## src/rtl/pgm_defines.svh

```systemverilog
// constants of the power-good and fault monitor
`ifndef PGM_DEFINES_SVH
`define PGM_DEFINES_SVH
// ==========================================
// register offsets (plain register port, 8-bit address)
`define PGM_ADDR_VALID_CTRL1 8'h00
`define PGM_ADDR_VALID_CTRL2 8'h01
`define PGM_ADDR_FAULT 8'h02
`define PGM_ADDR_IRQ_FLAGS 8'h03
`define PGM_ADDR_IRQ_MASK 8'h04
`define PGM_ADDR_STATUS 8'h05
`define PGM_ADDR_CONFIG 8'h06
// ==========================================
// field positions
// ctrl1: [3:0] select (sw0,sw1,lin0,lin1), [7:4] window, [8] polarity, [9] open drain
`define PGM_C1_SEL_LSB 0
`define PGM_C1_WIN_LSB 4
`define PGM_C1_POL_BIT 8
`define PGM_C1_OD_BIT 9
// ctrl2: [0] thermal warn select, [1] mode, [2] fault holds valid low, [3] dual phase
`define PGM_C2_TWARN_BIT 0
`define PGM_C2_MODE_BIT 1
`define PGM_C2_FGATE_BIT 2
`define PGM_C2_DUAL_BIT 3
// irq flags / mask: [3:0] current limit (sw0,sw1,lin0,lin1), [4] thermal warn, [5] ovp, [6] tsd
`define PGM_IRQ_TWARN_BIT 4
`define PGM_IRQ_OVP_BIT 5
`define PGM_IRQ_TSD_BIT 6
// status: [3:0] limit live, [4] thermal warn live, [5] supply valid live
`define PGM_ST_TWARN_BIT 4
`define PGM_ST_VALID_BIT 5
// ==========================================
// reset values
`define PGM_RST_CTRL1 10'h00F
`define PGM_RST_CTRL2 4'h0
`define PGM_RST_MASK 7'h00
// ==========================================
// timing
`define PGM_CLK_HZ 50000000
`define PGM_GATE_US 800
`define PGM_GATE_CYC ((`PGM_GATE_US * `PGM_CLK_HZ) / 1000000)
`define PGM_LIMIT_US 20
`define PGM_LIMIT_CYC ((`PGM_LIMIT_US * `PGM_CLK_HZ) / 1000000)
`endif

```

## src/rtl/pgm_pkg.sv

```systemverilog
// types of the power-good and fault monitor
package pgm_pkg;
   typedef enum logic [1:0] {
      pgm_st_load,
      pgm_st_gate,
      pgm_st_run
   } pgm_state_type;
   // raw analog-side inputs per rail: sw0, sw1, lin0, lin1
   typedef struct packed {
      logic [3:0] rail_on;
      logic [3:0] under_ok;
      logic [3:0] over_ok;
      logic [3:0] ramping;
      logic [3:0] in_limit;
      logic thermal_warn;
      logic thermal_sd;
      logic overvoltage;
   } pgm_sense_type;
   // pin drive of the supply valid output
   typedef struct packed {
      logic level;
      logic oe;
   } pgm_pin_type;
endpackage

```

## src/rtl/pgm_monitor.sv

```systemverilog
// supply valid pin logic, rail fault latches and warning interrupts
//
// How it works
// - one select bit per rail; in dual phase only master switcher selectable.
// - a rail that is switched off never counts as bad.
// - config bit adds thermal warning as a supply valid source.
// - valid only if selected rails, warning, overvoltage and shutdown flags good.
// - window bit 0 checks under only; 1 checks under and over.
// - software picks pin polarity and push-pull or open-drain drive.
// - mode bit, loaded at config, 0 gated, 1 continuous.
// - gated mode starts asserted after config loading.
// - gated mode freezes the pin 800 us after enable or voltage change.
// - each rail fault in run state sets its latch; in gated mode monitoring resumes only after clearing.
// - write one clears overvoltage, shutdown and rail fault bits.
// - continuous mode asserts after loading, drops at any rail enable.
// - continuous mode follows regulation status at once, each cycle without a new rail enable.
// - fault latches hold until software writes one to that bit.
// - pin held inactive while a rail ramps between targets.
// - in continuous mode valid returns when bad rails recover, unless fault gating set.
// - fault gating bit holds pin inactive while any fault latch pends.
// - switcher 20 us in peak limit sets its flag and drives irq low.
// - linear 20 us in current limit sets its flag and drives irq low.
// - live limit status readable, flag cleared by one, mask suppresses irq.
// - thermal warning sets flag, irq low, live status, write-one clear, mask.
// - status bit reads 1 when valid; polarity affects the pin only.
//
// Decided for this implementation: the register addresses and the address-and-strobe port.
`timescale 1ns/1ns
`default_nettype none
`include "pgm_defines.svh"
module pgm_monitor
   import pgm_pkg::*;
#(
   parameter int unsigned GATE_CYC = `PGM_GATE_CYC
) (
   input wire logic clock_in,
   input wire logic rstn_in,
   input wire logic otp_done_in,
   input wire logic otp_mode_in,
   input wire logic [3:0] change_req_in,
   input wire pgm_sense_type sense_in,
   input wire logic [7:0] addr_in,
   input wire logic [15:0] wdata_in,
   input wire logic wr_in,
   input wire logic rd_in,
   output logic [15:0] rdata_out,
   output logic supply_valid_out,
   output logic supply_valid_oe_out,
   output logic irq_n_out
);
   // ==========================================
   // input synchronisation
   pgm_sense_type sense;
   logic otp_done;
   logic otp_mode;
   pgm_sync #(.W($bits(pgm_sense_type) + 2)) u_sync (
      .clock_in(clock_in),
      .rstn_in(rstn_in),
      .async_in({sense_in, otp_done_in, otp_mode_in}),
      .sync_out({sense, otp_done, otp_mode})
   );

   // ==========================================
   // registers
   logic [9:0] ctrl1_ff;
   logic [3:0] ctrl2_ff;
   logic [3:0] fault_ff;
   logic [6:0] flags_ff;
   logic [6:0] mask_ff;
   logic config_ff;
   logic [15:0] rdata_ff;
   logic mode_loaded_ff;
   logic [3:0] rail_on_ff;
   logic [3:0] change_ff;
   pgm_state_type state_ff;
   pgm_state_type nxt_state;
   logic [$clog2(GATE_CYC + 1)-1:0] gate_cnt_ff;
   logic valid_ff;
   logic nxt_valid;
   pgm_pin_type pin_ff;

   function automatic logic hit(input logic [7:0] a);
      hit = wr_in && (addr_in == a);
   endfunction

   // ==========================================
   // rail evaluation
   wire logic [3:0] sel_mask = {2'b11, ~ctrl2_ff[`PGM_C2_DUAL_BIT], 1'b1};
   wire logic [1:0] sel_linear_monitor = ctrl1_ff[`PGM_C1_SEL_LSB+3 -: 2];
   wire logic [1:0] sel_switcher_monitor = ctrl1_ff[`PGM_C1_SEL_LSB+1 -: 2];
   wire logic [3:0] rail_sel = {sel_linear_monitor[1:0], sel_switcher_monitor} & sel_mask;
   wire logic [3:0] monitor_window_sel = ctrl1_ff[`PGM_C1_WIN_LSB +: 4];
   wire logic [3:0] rail_ok = sense.under_ok & (sense.over_ok | ~monitor_window_sel);
   wire logic [3:0] rail_watched = rail_sel & sense.rail_on;
   wire logic [3:0] rail_bad = rail_watched & ~rail_ok;
   wire logic ramping = |(rail_watched & sense.ramping);
   wire logic sel_thermal_warn_monitor = ctrl2_ff[`PGM_C2_TWARN_BIT];
   wire logic thermal_warn_live = sense.thermal_warn;
   wire logic overvoltage_irq_flag = flags_ff[`PGM_IRQ_OVP_BIT];
   wire logic thermal_shutdown_irq_flag = flags_ff[`PGM_IRQ_TSD_BIT];
   wire logic fault_holds_valid_low = ctrl2_ff[`PGM_C2_FGATE_BIT];
   wire logic sources_ok = ~|rail_bad && !(sel_thermal_warn_monitor && thermal_warn_live) &&
      !overvoltage_irq_flag && !thermal_shutdown_irq_flag;
   wire logic fault_block = fault_holds_valid_low && |fault_ff;
   wire logic level_now = sources_ok && !ramping && !fault_block;
   wire logic valid_pin_mode_sel = mode_loaded_ff;
   wire logic new_enable = |(sense.rail_on & ~rail_on_ff);
   wire logic restart = new_enable || |(change_req_in & ~change_ff);
   wire logic gate_done = (gate_cnt_ff == '0);

   // ==========================================
   // supply valid state machine
   always_comb begin
      nxt_state = state_ff;
      nxt_valid = valid_ff;
      case (state_ff)
         pgm_st_load: begin
            nxt_valid = 1'b1;
            if (otp_done) begin
               nxt_state = pgm_st_run;
            end
         end
         pgm_st_gate: begin
            // output frozen while gating runs
            if (gate_done && !restart) begin
               nxt_state = pgm_st_run;
            end
         end
         default: begin
            if (!valid_pin_mode_sel) begin
               if (restart) begin
                  nxt_state = pgm_st_gate;
               end else begin
                  // in gated mode a drop also needs the fault latch cleared to recover
                  nxt_valid = level_now && !(|fault_ff && !valid_ff);
               end
            end else if (new_enable) begin
               nxt_valid = 1'b0;
            end else begin
               nxt_valid = level_now;
            end
         end
      endcase
   end

   // ==========================================
   // control registers and state
   always_ff @(posedge clock_in) begin
      if (!rstn_in) begin
         ctrl1_ff <= `PGM_RST_CTRL1;
         ctrl2_ff <= `PGM_RST_CTRL2;
         mask_ff <= `PGM_RST_MASK;
         config_ff <= 1'b0;
         mode_loaded_ff <= 1'b0;
         state_ff <= pgm_st_load;
         valid_ff <= 1'b1;
         rail_on_ff <= 4'h0;
         change_ff <= 4'h0;
      end else begin
         if (hit(`PGM_ADDR_VALID_CTRL1)) begin
            ctrl1_ff <= wdata_in[9:0];
         end
         if (hit(`PGM_ADDR_VALID_CTRL2)) begin
            ctrl2_ff <= wdata_in[3:0];
         end
         if (hit(`PGM_ADDR_IRQ_MASK)) begin
            mask_ff <= wdata_in[6:0];
         end
         if (hit(`PGM_ADDR_CONFIG)) begin
            config_ff <= wdata_in[0];
         end
         if (state_ff == pgm_st_load) begin
            mode_loaded_ff <= otp_mode;
         end else if (hit(`PGM_ADDR_VALID_CTRL2)) begin
            mode_loaded_ff <= wdata_in[`PGM_C2_MODE_BIT];
         end
         state_ff <= nxt_state;
         valid_ff <= nxt_valid;
         rail_on_ff <= sense.rail_on;
         change_ff <= change_req_in;
      end
   end

   // gating counter reloads on each enable or change request
   always_ff @(posedge clock_in) begin
      if (!rstn_in) begin
         gate_cnt_ff <= '0;
      end else if (restart) begin
         gate_cnt_ff <= ($bits(gate_cnt_ff))'(GATE_CYC - 1);
      end else if (!gate_done) begin
         gate_cnt_ff <= gate_cnt_ff - 1'b1;
      end
   end

   // ==========================================
   // fault latches and interrupt flags; a set beats a clear in the same cycle
   logic [3:0] limit_held;
   logic warn_held;
   genvar gi;
   generate
      for (gi = 0; gi < 4; gi++) begin : g_lim
         pgm_persist #(.COUNT(`PGM_LIMIT_CYC)) u_lim (
            .clock_in(clock_in),
            .rstn_in(rstn_in),
            .level_in(sense.in_limit[gi]),
            .held_out(limit_held[gi])
         );
      end
   endgenerate
   pgm_persist #(.COUNT(`PGM_LIMIT_CYC)) u_warn (
      .clock_in(clock_in),
      .rstn_in(rstn_in),
      .level_in(sense.thermal_warn),
      .held_out(warn_held)
   );

   wire logic [3:0] fault_clr = hit(`PGM_ADDR_FAULT) ? wdata_in[3:0] : 4'h0;
   wire logic [6:0] flag_clr = hit(`PGM_ADDR_IRQ_FLAGS) ? wdata_in[6:0] : 7'h00;
   wire logic [6:0] flag_set = {sense.thermal_sd, sense.overvoltage, warn_held, limit_held};
   wire logic rail_fault_evt = state_ff == pgm_st_run;

   always_ff @(posedge clock_in) begin
      if (!rstn_in) begin
         fault_ff <= 4'h0;
         flags_ff <= 7'h00;
      end else begin
         fault_ff <= (fault_ff & ~fault_clr) | (rail_fault_evt ? rail_bad : 4'h0);
         flags_ff <= (flags_ff & ~flag_clr) | flag_set;
      end
   end

   wire logic [6:0] irq_pend = flags_ff & ~mask_ff;

   // ==========================================
   // pin drive and read port
   wire logic [3:0] limit_live = sense.in_limit;
   wire logic supply_valid_live = valid_ff;
   wire logic valid_pin_polarity = ctrl1_ff[`PGM_C1_POL_BIT];
   wire logic valid_pin_open_drain = ctrl1_ff[`PGM_C1_OD_BIT];
   wire logic pin_level = valid_ff ^ ~valid_pin_polarity;
   wire logic [15:0] rd_mux =
      (addr_in == `PGM_ADDR_VALID_CTRL1) ? {6'h00, ctrl1_ff} :
      (addr_in == `PGM_ADDR_VALID_CTRL2) ? {12'h000, ctrl2_ff[3:2], mode_loaded_ff, ctrl2_ff[0]} :
      (addr_in == `PGM_ADDR_FAULT) ? {12'h000, fault_ff} :
      (addr_in == `PGM_ADDR_IRQ_FLAGS) ? {9'h000, flags_ff} :
      (addr_in == `PGM_ADDR_IRQ_MASK) ? {9'h000, mask_ff} :
      (addr_in == `PGM_ADDR_STATUS) ? {10'h000, supply_valid_live, thermal_warn_live, limit_live} :
      (addr_in == `PGM_ADDR_CONFIG) ? {15'h0000, config_ff} : 16'h0000;

   always_ff @(posedge clock_in) begin
      if (!rstn_in) begin
         rdata_ff <= 16'h0000;
         pin_ff <= '{level: 1'b0, oe: 1'b1};
      end else begin
         rdata_ff <= rd_in ? rd_mux : 16'h0000;
         pin_ff.level <= valid_pin_open_drain ? 1'b0 : pin_level;
         pin_ff.oe <= !valid_pin_open_drain || !pin_level;
      end
   end

   assign rdata_out = rdata_ff;
   assign supply_valid_out = pin_ff.level;
   assign supply_valid_oe_out = pin_ff.oe;
   assign irq_n_out = ~|irq_pend;
endmodule // pgm_monitor
`default_nettype wire

```

## src/rtl/pgm_sync.sv

```systemverilog
// two-flop synchroniser for a bus of asynchronous levels
`timescale 1ns/1ns
`default_nettype none
module pgm_sync #(
   parameter int W = 1
) (
   input wire logic clock_in,
   input wire logic rstn_in,
   input wire logic [W-1:0] async_in,
   output logic [W-1:0] sync_out
);
   logic [W-1:0] meta_ff;
   logic [W-1:0] sync_ff;
   always_ff @(posedge clock_in) begin
      if (!rstn_in) begin
         meta_ff <= '0;
         sync_ff <= '0;
      end else begin
         meta_ff <= async_in;
         sync_ff <= meta_ff;
      end
   end
   assign sync_out = sync_ff;
endmodule // pgm_sync
`default_nettype wire

```

## src/rtl/pgm_persist.sv

```systemverilog
// persistence timer: flags when a level has held for a set count of cycles
`timescale 1ns/1ns
`default_nettype none
module pgm_persist #(
   parameter int unsigned COUNT = 1
) (
   input wire logic clock_in,
   input wire logic rstn_in,
   input wire logic level_in,
   output logic held_out
);
   localparam int CW = $clog2(COUNT + 1);
   localparam logic [CW-1:0] LAST = CW'(COUNT - 1);
   logic [CW-1:0] cnt_ff;
   logic held_ff;
   wire logic done = (cnt_ff == LAST);
   always_ff @(posedge clock_in) begin
      if (!rstn_in || !level_in) begin
         cnt_ff <= '0;
         held_ff <= 1'b0;
      end else begin
         if (!done) begin
            cnt_ff <= cnt_ff + 1'b1;
         end
         held_ff <= done;
      end
   end
   assign held_out = held_ff;
endmodule // pgm_persist
`default_nettype wire

```

## config.mk

```make
export PLATFORM = sky130hd
export DESIGN_NAME = pgm_monitor
export DESIGN_NICKNAME = d
export VERILOG_FILES = /design/src/rtl/pgm_pkg.sv /design/src/rtl/pgm_monitor.sv /design/src/rtl/pgm_sync.sv /design/src/rtl/pgm_persist.sv
export VERILOG_INCLUDE_DIRS = /design/src /design/src/rtl
export SDC_FILE = /design/constraint.sdc
export NUM_CORES = 1
export LEC_CHECK = 0
export ABC_AREA = 1
export BUFFER_PORTS_ARGS = -buffer_cell sky130_fd_sc_hd__clkbuf_2
export CORE_MARGIN = 4
export CORE_UTILIZATION = 63
export DETAILED_ROUTE_END_ITERATION = 8
export PLACE_DENSITY = 0.84
export SETUP_SLACK_MARGIN = 0.02
export SYNTH_ARGS = -nofsm -noshare
export SYNTH_HDL_FRONTEND = slang
export SYNTH_HIERARCHICAL = 1
export SYNTH_SLANG_ARGS = --single-unit
```

## constraint.sdc

```tcl
create_clock -name clock_in -period 3.15 [get_ports clock_in]
set_clock_uncertainty 0.05 [all_clocks]
set_input_delay 0 -clock clock_in [delete_from_list [all_inputs] [get_ports clock_in]]
set_output_delay 0 -clock clock_in [all_outputs]
set_load 0.01 [all_outputs]
```

==> results.sh <==
export IMPL_syn_cell_area_um2=7610
export IMPL_worstSkewPairLatency_ns=0.43
export IMPL_final_util_pct=77.3
export IMPL_clockRootBuffer="clkbuf_16"
export IMPL_arrival_ns=2.10
export IMPL_vdd_ir_drop_max_mv=0.370
export IMPL_slew_violations=0
export IMPL_power_density_nw_per_um2=511
export IMPL_hold_viol_final=0
export IMPL_fin_crit_sh_pct=58.4
export IMPL_cp_cell_sequence="dlygate4sd3_1, clkbuf_2, clkinv_1, a21oi_1, nand2_1"
export IMPL_dp_slack_ns=1.51
export IMPL_reg2reg_to="gate_cnt_ff[4]"
export IMPL_min_to="config_ff"
export IMPL_synth_cell_type_count=41
export IMPL_postCtsSetupRepairBufs=0
export IMPL_clk_pin_slew_ns=0.06
export IMPL_post_route_min_period_ns=1.84
export IMPL_core_um2=11600
export IMPL_cts_sinks=172
export IMPL_path_max_fanout=26
export IMPL_required_ns=3.41
export IMPL_avgSynthCellArea_um2=7.42
export IMPL_worst_slew_pin_slew_ns=0.807
export IMPL_max_freq_mhz=544
export IMPL_via_per_inst=5.05
export IMPL_regToRegSetupSlack_ns=1.59
export IMPL_cts_max_path_buffers=2
export IMPL_placement_io_buffers=63
export IMPL_io_pins=76
export IMPL_multi_input_area_um2=3290
export IMPL_hold_depth=5
export IMPL_relSlewSlack_pct=45.8
export IMPL_worst_slack_ns=1.31
export IMPL_wirelength_um=16400
export IMPL_antenna_cells=0
export IMPL_layout_drive_gt1_share_pct=14.8
export IMPL_grt_pass1_wl_um=27800
export IMPL_grt_use_total_pct=24.2
export IMPL_drt_iter0_markers=578
export IMPL_critical_path_class="input port to flip-flop"
export IMPL_p_leak_nw=4.11
export IMPL_synthFlopType="dfxtp_1"
export IMPL_startpoint_type="input port"
export IMPL_grt_max_degree=30
export IMPL_layout_commonest_cell="nand2_1"
export IMPL_cts_buffers=17
export IMPL_synth_edf_count=0
export IMPL_ys_seq_elements=172
export IMPL_cts_tree="yes"
export IMPL_final_cell_mix="nand2_1 (226), inv_1 (182), dfxtp_1 (172)"
export IMPL_min_path_type="input port to flip-flop"
export IMPL_ff_latch_area_um2=3440
export IMPL_cts_htree_levels=4
export IMPL_antenna_left=0
export IMPL_rsz0062_at_grt="no"
export IMPL_async_reset_ff_share_pct=0
export IMPL_fin_setup_tns_ns=0
export IMPL_switching_power_mw=1.05
export IMPL_power_frac_seq_pct=49.0
export IMPL_slowest_delay_ns=0.74
export IMPL_drt_pass1_iter_count=7
export IMPL_critPathSlowestCell="clkinv_1"
export IMPL_grt_pass1_vias=6063
export IMPL_fin_nets=1203
export IMPL_antenna_found_initial=0
export IMPL_die_y_um=118
export IMPL_grt_overflow=0
export IMPL_place_congestion=0.917
export IMPL_cp_end_kind="flip-flop"
export IMPL_drc=0
export IMPL_fillers=777
export IMPL_cap_violations=0
export IMPL_start_util_pct=65.5
export IMPL_die_area_um2=13900
export IMPL_wl_per_cell_um=12.7
export IMPL_design_power_total_mw=4.58
export IMPL_setup_violations_final=0
export IMPL_p_sw_share_pct=22.9
export IMPL_status="complete, no violations"
export IMPL_synth_seq_area_share_pct=45.3
export IMPL_place_hpwl_um=10900
export IMPL_p_comb_share_pct=6.2
export IMPL_r2r_cells=7
export IMPL_hold_start="addr_in[1]"
export IMPL_cellInternalPower_mw=3.53
export IMPL_vias=6530
export IMPL_yosysWarnings=6
export IMPL_rr_startpoint="u_sync/sync_out[23]"
export IMPL_die_w_um=118
export IMPL_fp_row_count=39
export IMPL_synthCells=1025
export IMPL_area_growth_syn_to_layout_pct=17.9
export IMPL_p_clk_share_pct=44.8
## power by group through the flow
stage                     clock network, mW  registers [mW]  logic (mW)
after detailed placement                  0            2.29       0.232
after global placement                    0            2.29       0.228
after global routing                   2.18            2.25       0.317
after floorplan                           0            2.29       0.175
after CTS                              2.08            2.25       0.277
final                                  2.05            2.25       0.283
## synthesized netlist by cell type, types with 5 or more instances
cell type	count	area share (%)
nand2_1	226	11
o21ai_1	5	0.33
nand3_1	51	3.4
dfxtp_1	172	45
inv_2	6	0.30
nor3_2	7	0.92
a21oi_1	53	3.5
a211oi_1	5	0.49
nor2_4	11	1.6
a21oi_2	6	0.69
ha_1	7	1.2
buf_8	6	1.2
nand4_1	22	1.8
nor3_1	5	0.33
nor2_2	8	0.66
nand3_2	10	1.3
xor2_1	14	1.6
o21a_1	5	0.49
nor2_1	136	6.7
nand2_2	11	0.90
inv_1	182	9.0
o21ai_0	33	2.2
buf_4	6	0.59
## metal layers
| layer | GRT usage (%) | vias up | part of all wire, % |
|---|---|---|---|
| met2 | 39.5 | 210 | 48 |
| met1 | 31.0 | 2890 | 44 |
| li1 | - | 3402 | - |
| met4 | 7.18 | 0 | 1.7 |
| met5 | 0 | - | 0 |
| met3 | 7.06 | 28 | 6.5 |
## worst max path at each step
stage | cells past startpoint | from | end
floorplan | 7 | gate_cnt_ff[0] | gate_cnt_ff[8]
global placement | 4 | rstn_in | supply_valid_live
detailed placement | 3 | rstn_in | mask_ff[0]
CTS | 5 | rstn_in | supply_valid_live
global route | 5 | rstn_in | supply_valid_live
finish | 5 | rstn_in | supply_valid_live
## critical path: cells and delay by family
kind	cells	cell delay, ns
buffers and inverters	3	1.61
AO/OA/AOI/OAI	1	0.40
AND/OR/NAND/NOR	1	0.08
## sequential cells by signal (all words and copies together) (netlist names), 2 cells and up
register	flops
state_ff	2
rdata_out	10
ctrl1_ff	10
g_lim.u_lim/cnt_ff	40
u_sync/sync_out	25
g_lim.u_lim/held_out	4
u_sync/meta_ff	25
rail_on_ff	4
mask_ff	7
ctrl2_ff	3
flags_ff	7
gate_cnt_ff	11
u_warn/cnt_ff	10
change_ff	4
fault_ff	4
## cell families after synthesis
family | count (synthesis) | share of synthesized area [%]
xor+xnor | 17 | 1.96
other cells | 1 | 0.0493
fa+ha+maj | 7 | 1.15
buf+inv | 209 | 11.8
flops | 172 | 45.3
compound gates | 122 | 9.47
simple gates | 497 | 30.3
## area by class of cell
type                       count  share of cell area, %
tap                          143                   1.99
sequential                   172                   38.4
clock inverter                12                   1.51
clock buffer                  19                   4.94
inverter                     189                   7.91
timing repair buffer         110                   8.67
multi-input combinational    649                   36.6
## through the flow
| stage | hold slack (ns) | instance area [um2] | cells |
|---|---|---|---|
| global placement | 0.135 | 7960 | 1219 |
| finish | 0.0505 | 8970 | 1294 |
| detailed placement | 0.133 | 7960 | 1219 |
| global route | 0.0675 | 8970 | 1294 |
| floorplan | 0.0435 | 7630 | 1030 |
| CTS | 0.0213 | 8970 | 1294 |
## what timing repair did
item | 4_1_cts | 5_1_grt
resized for setup | 0 | 0
hold buffers | 44 | 0
endpoints found under the hold margin | 58 | 0
No activity file was read; power rests on OpenSTA's default activity.
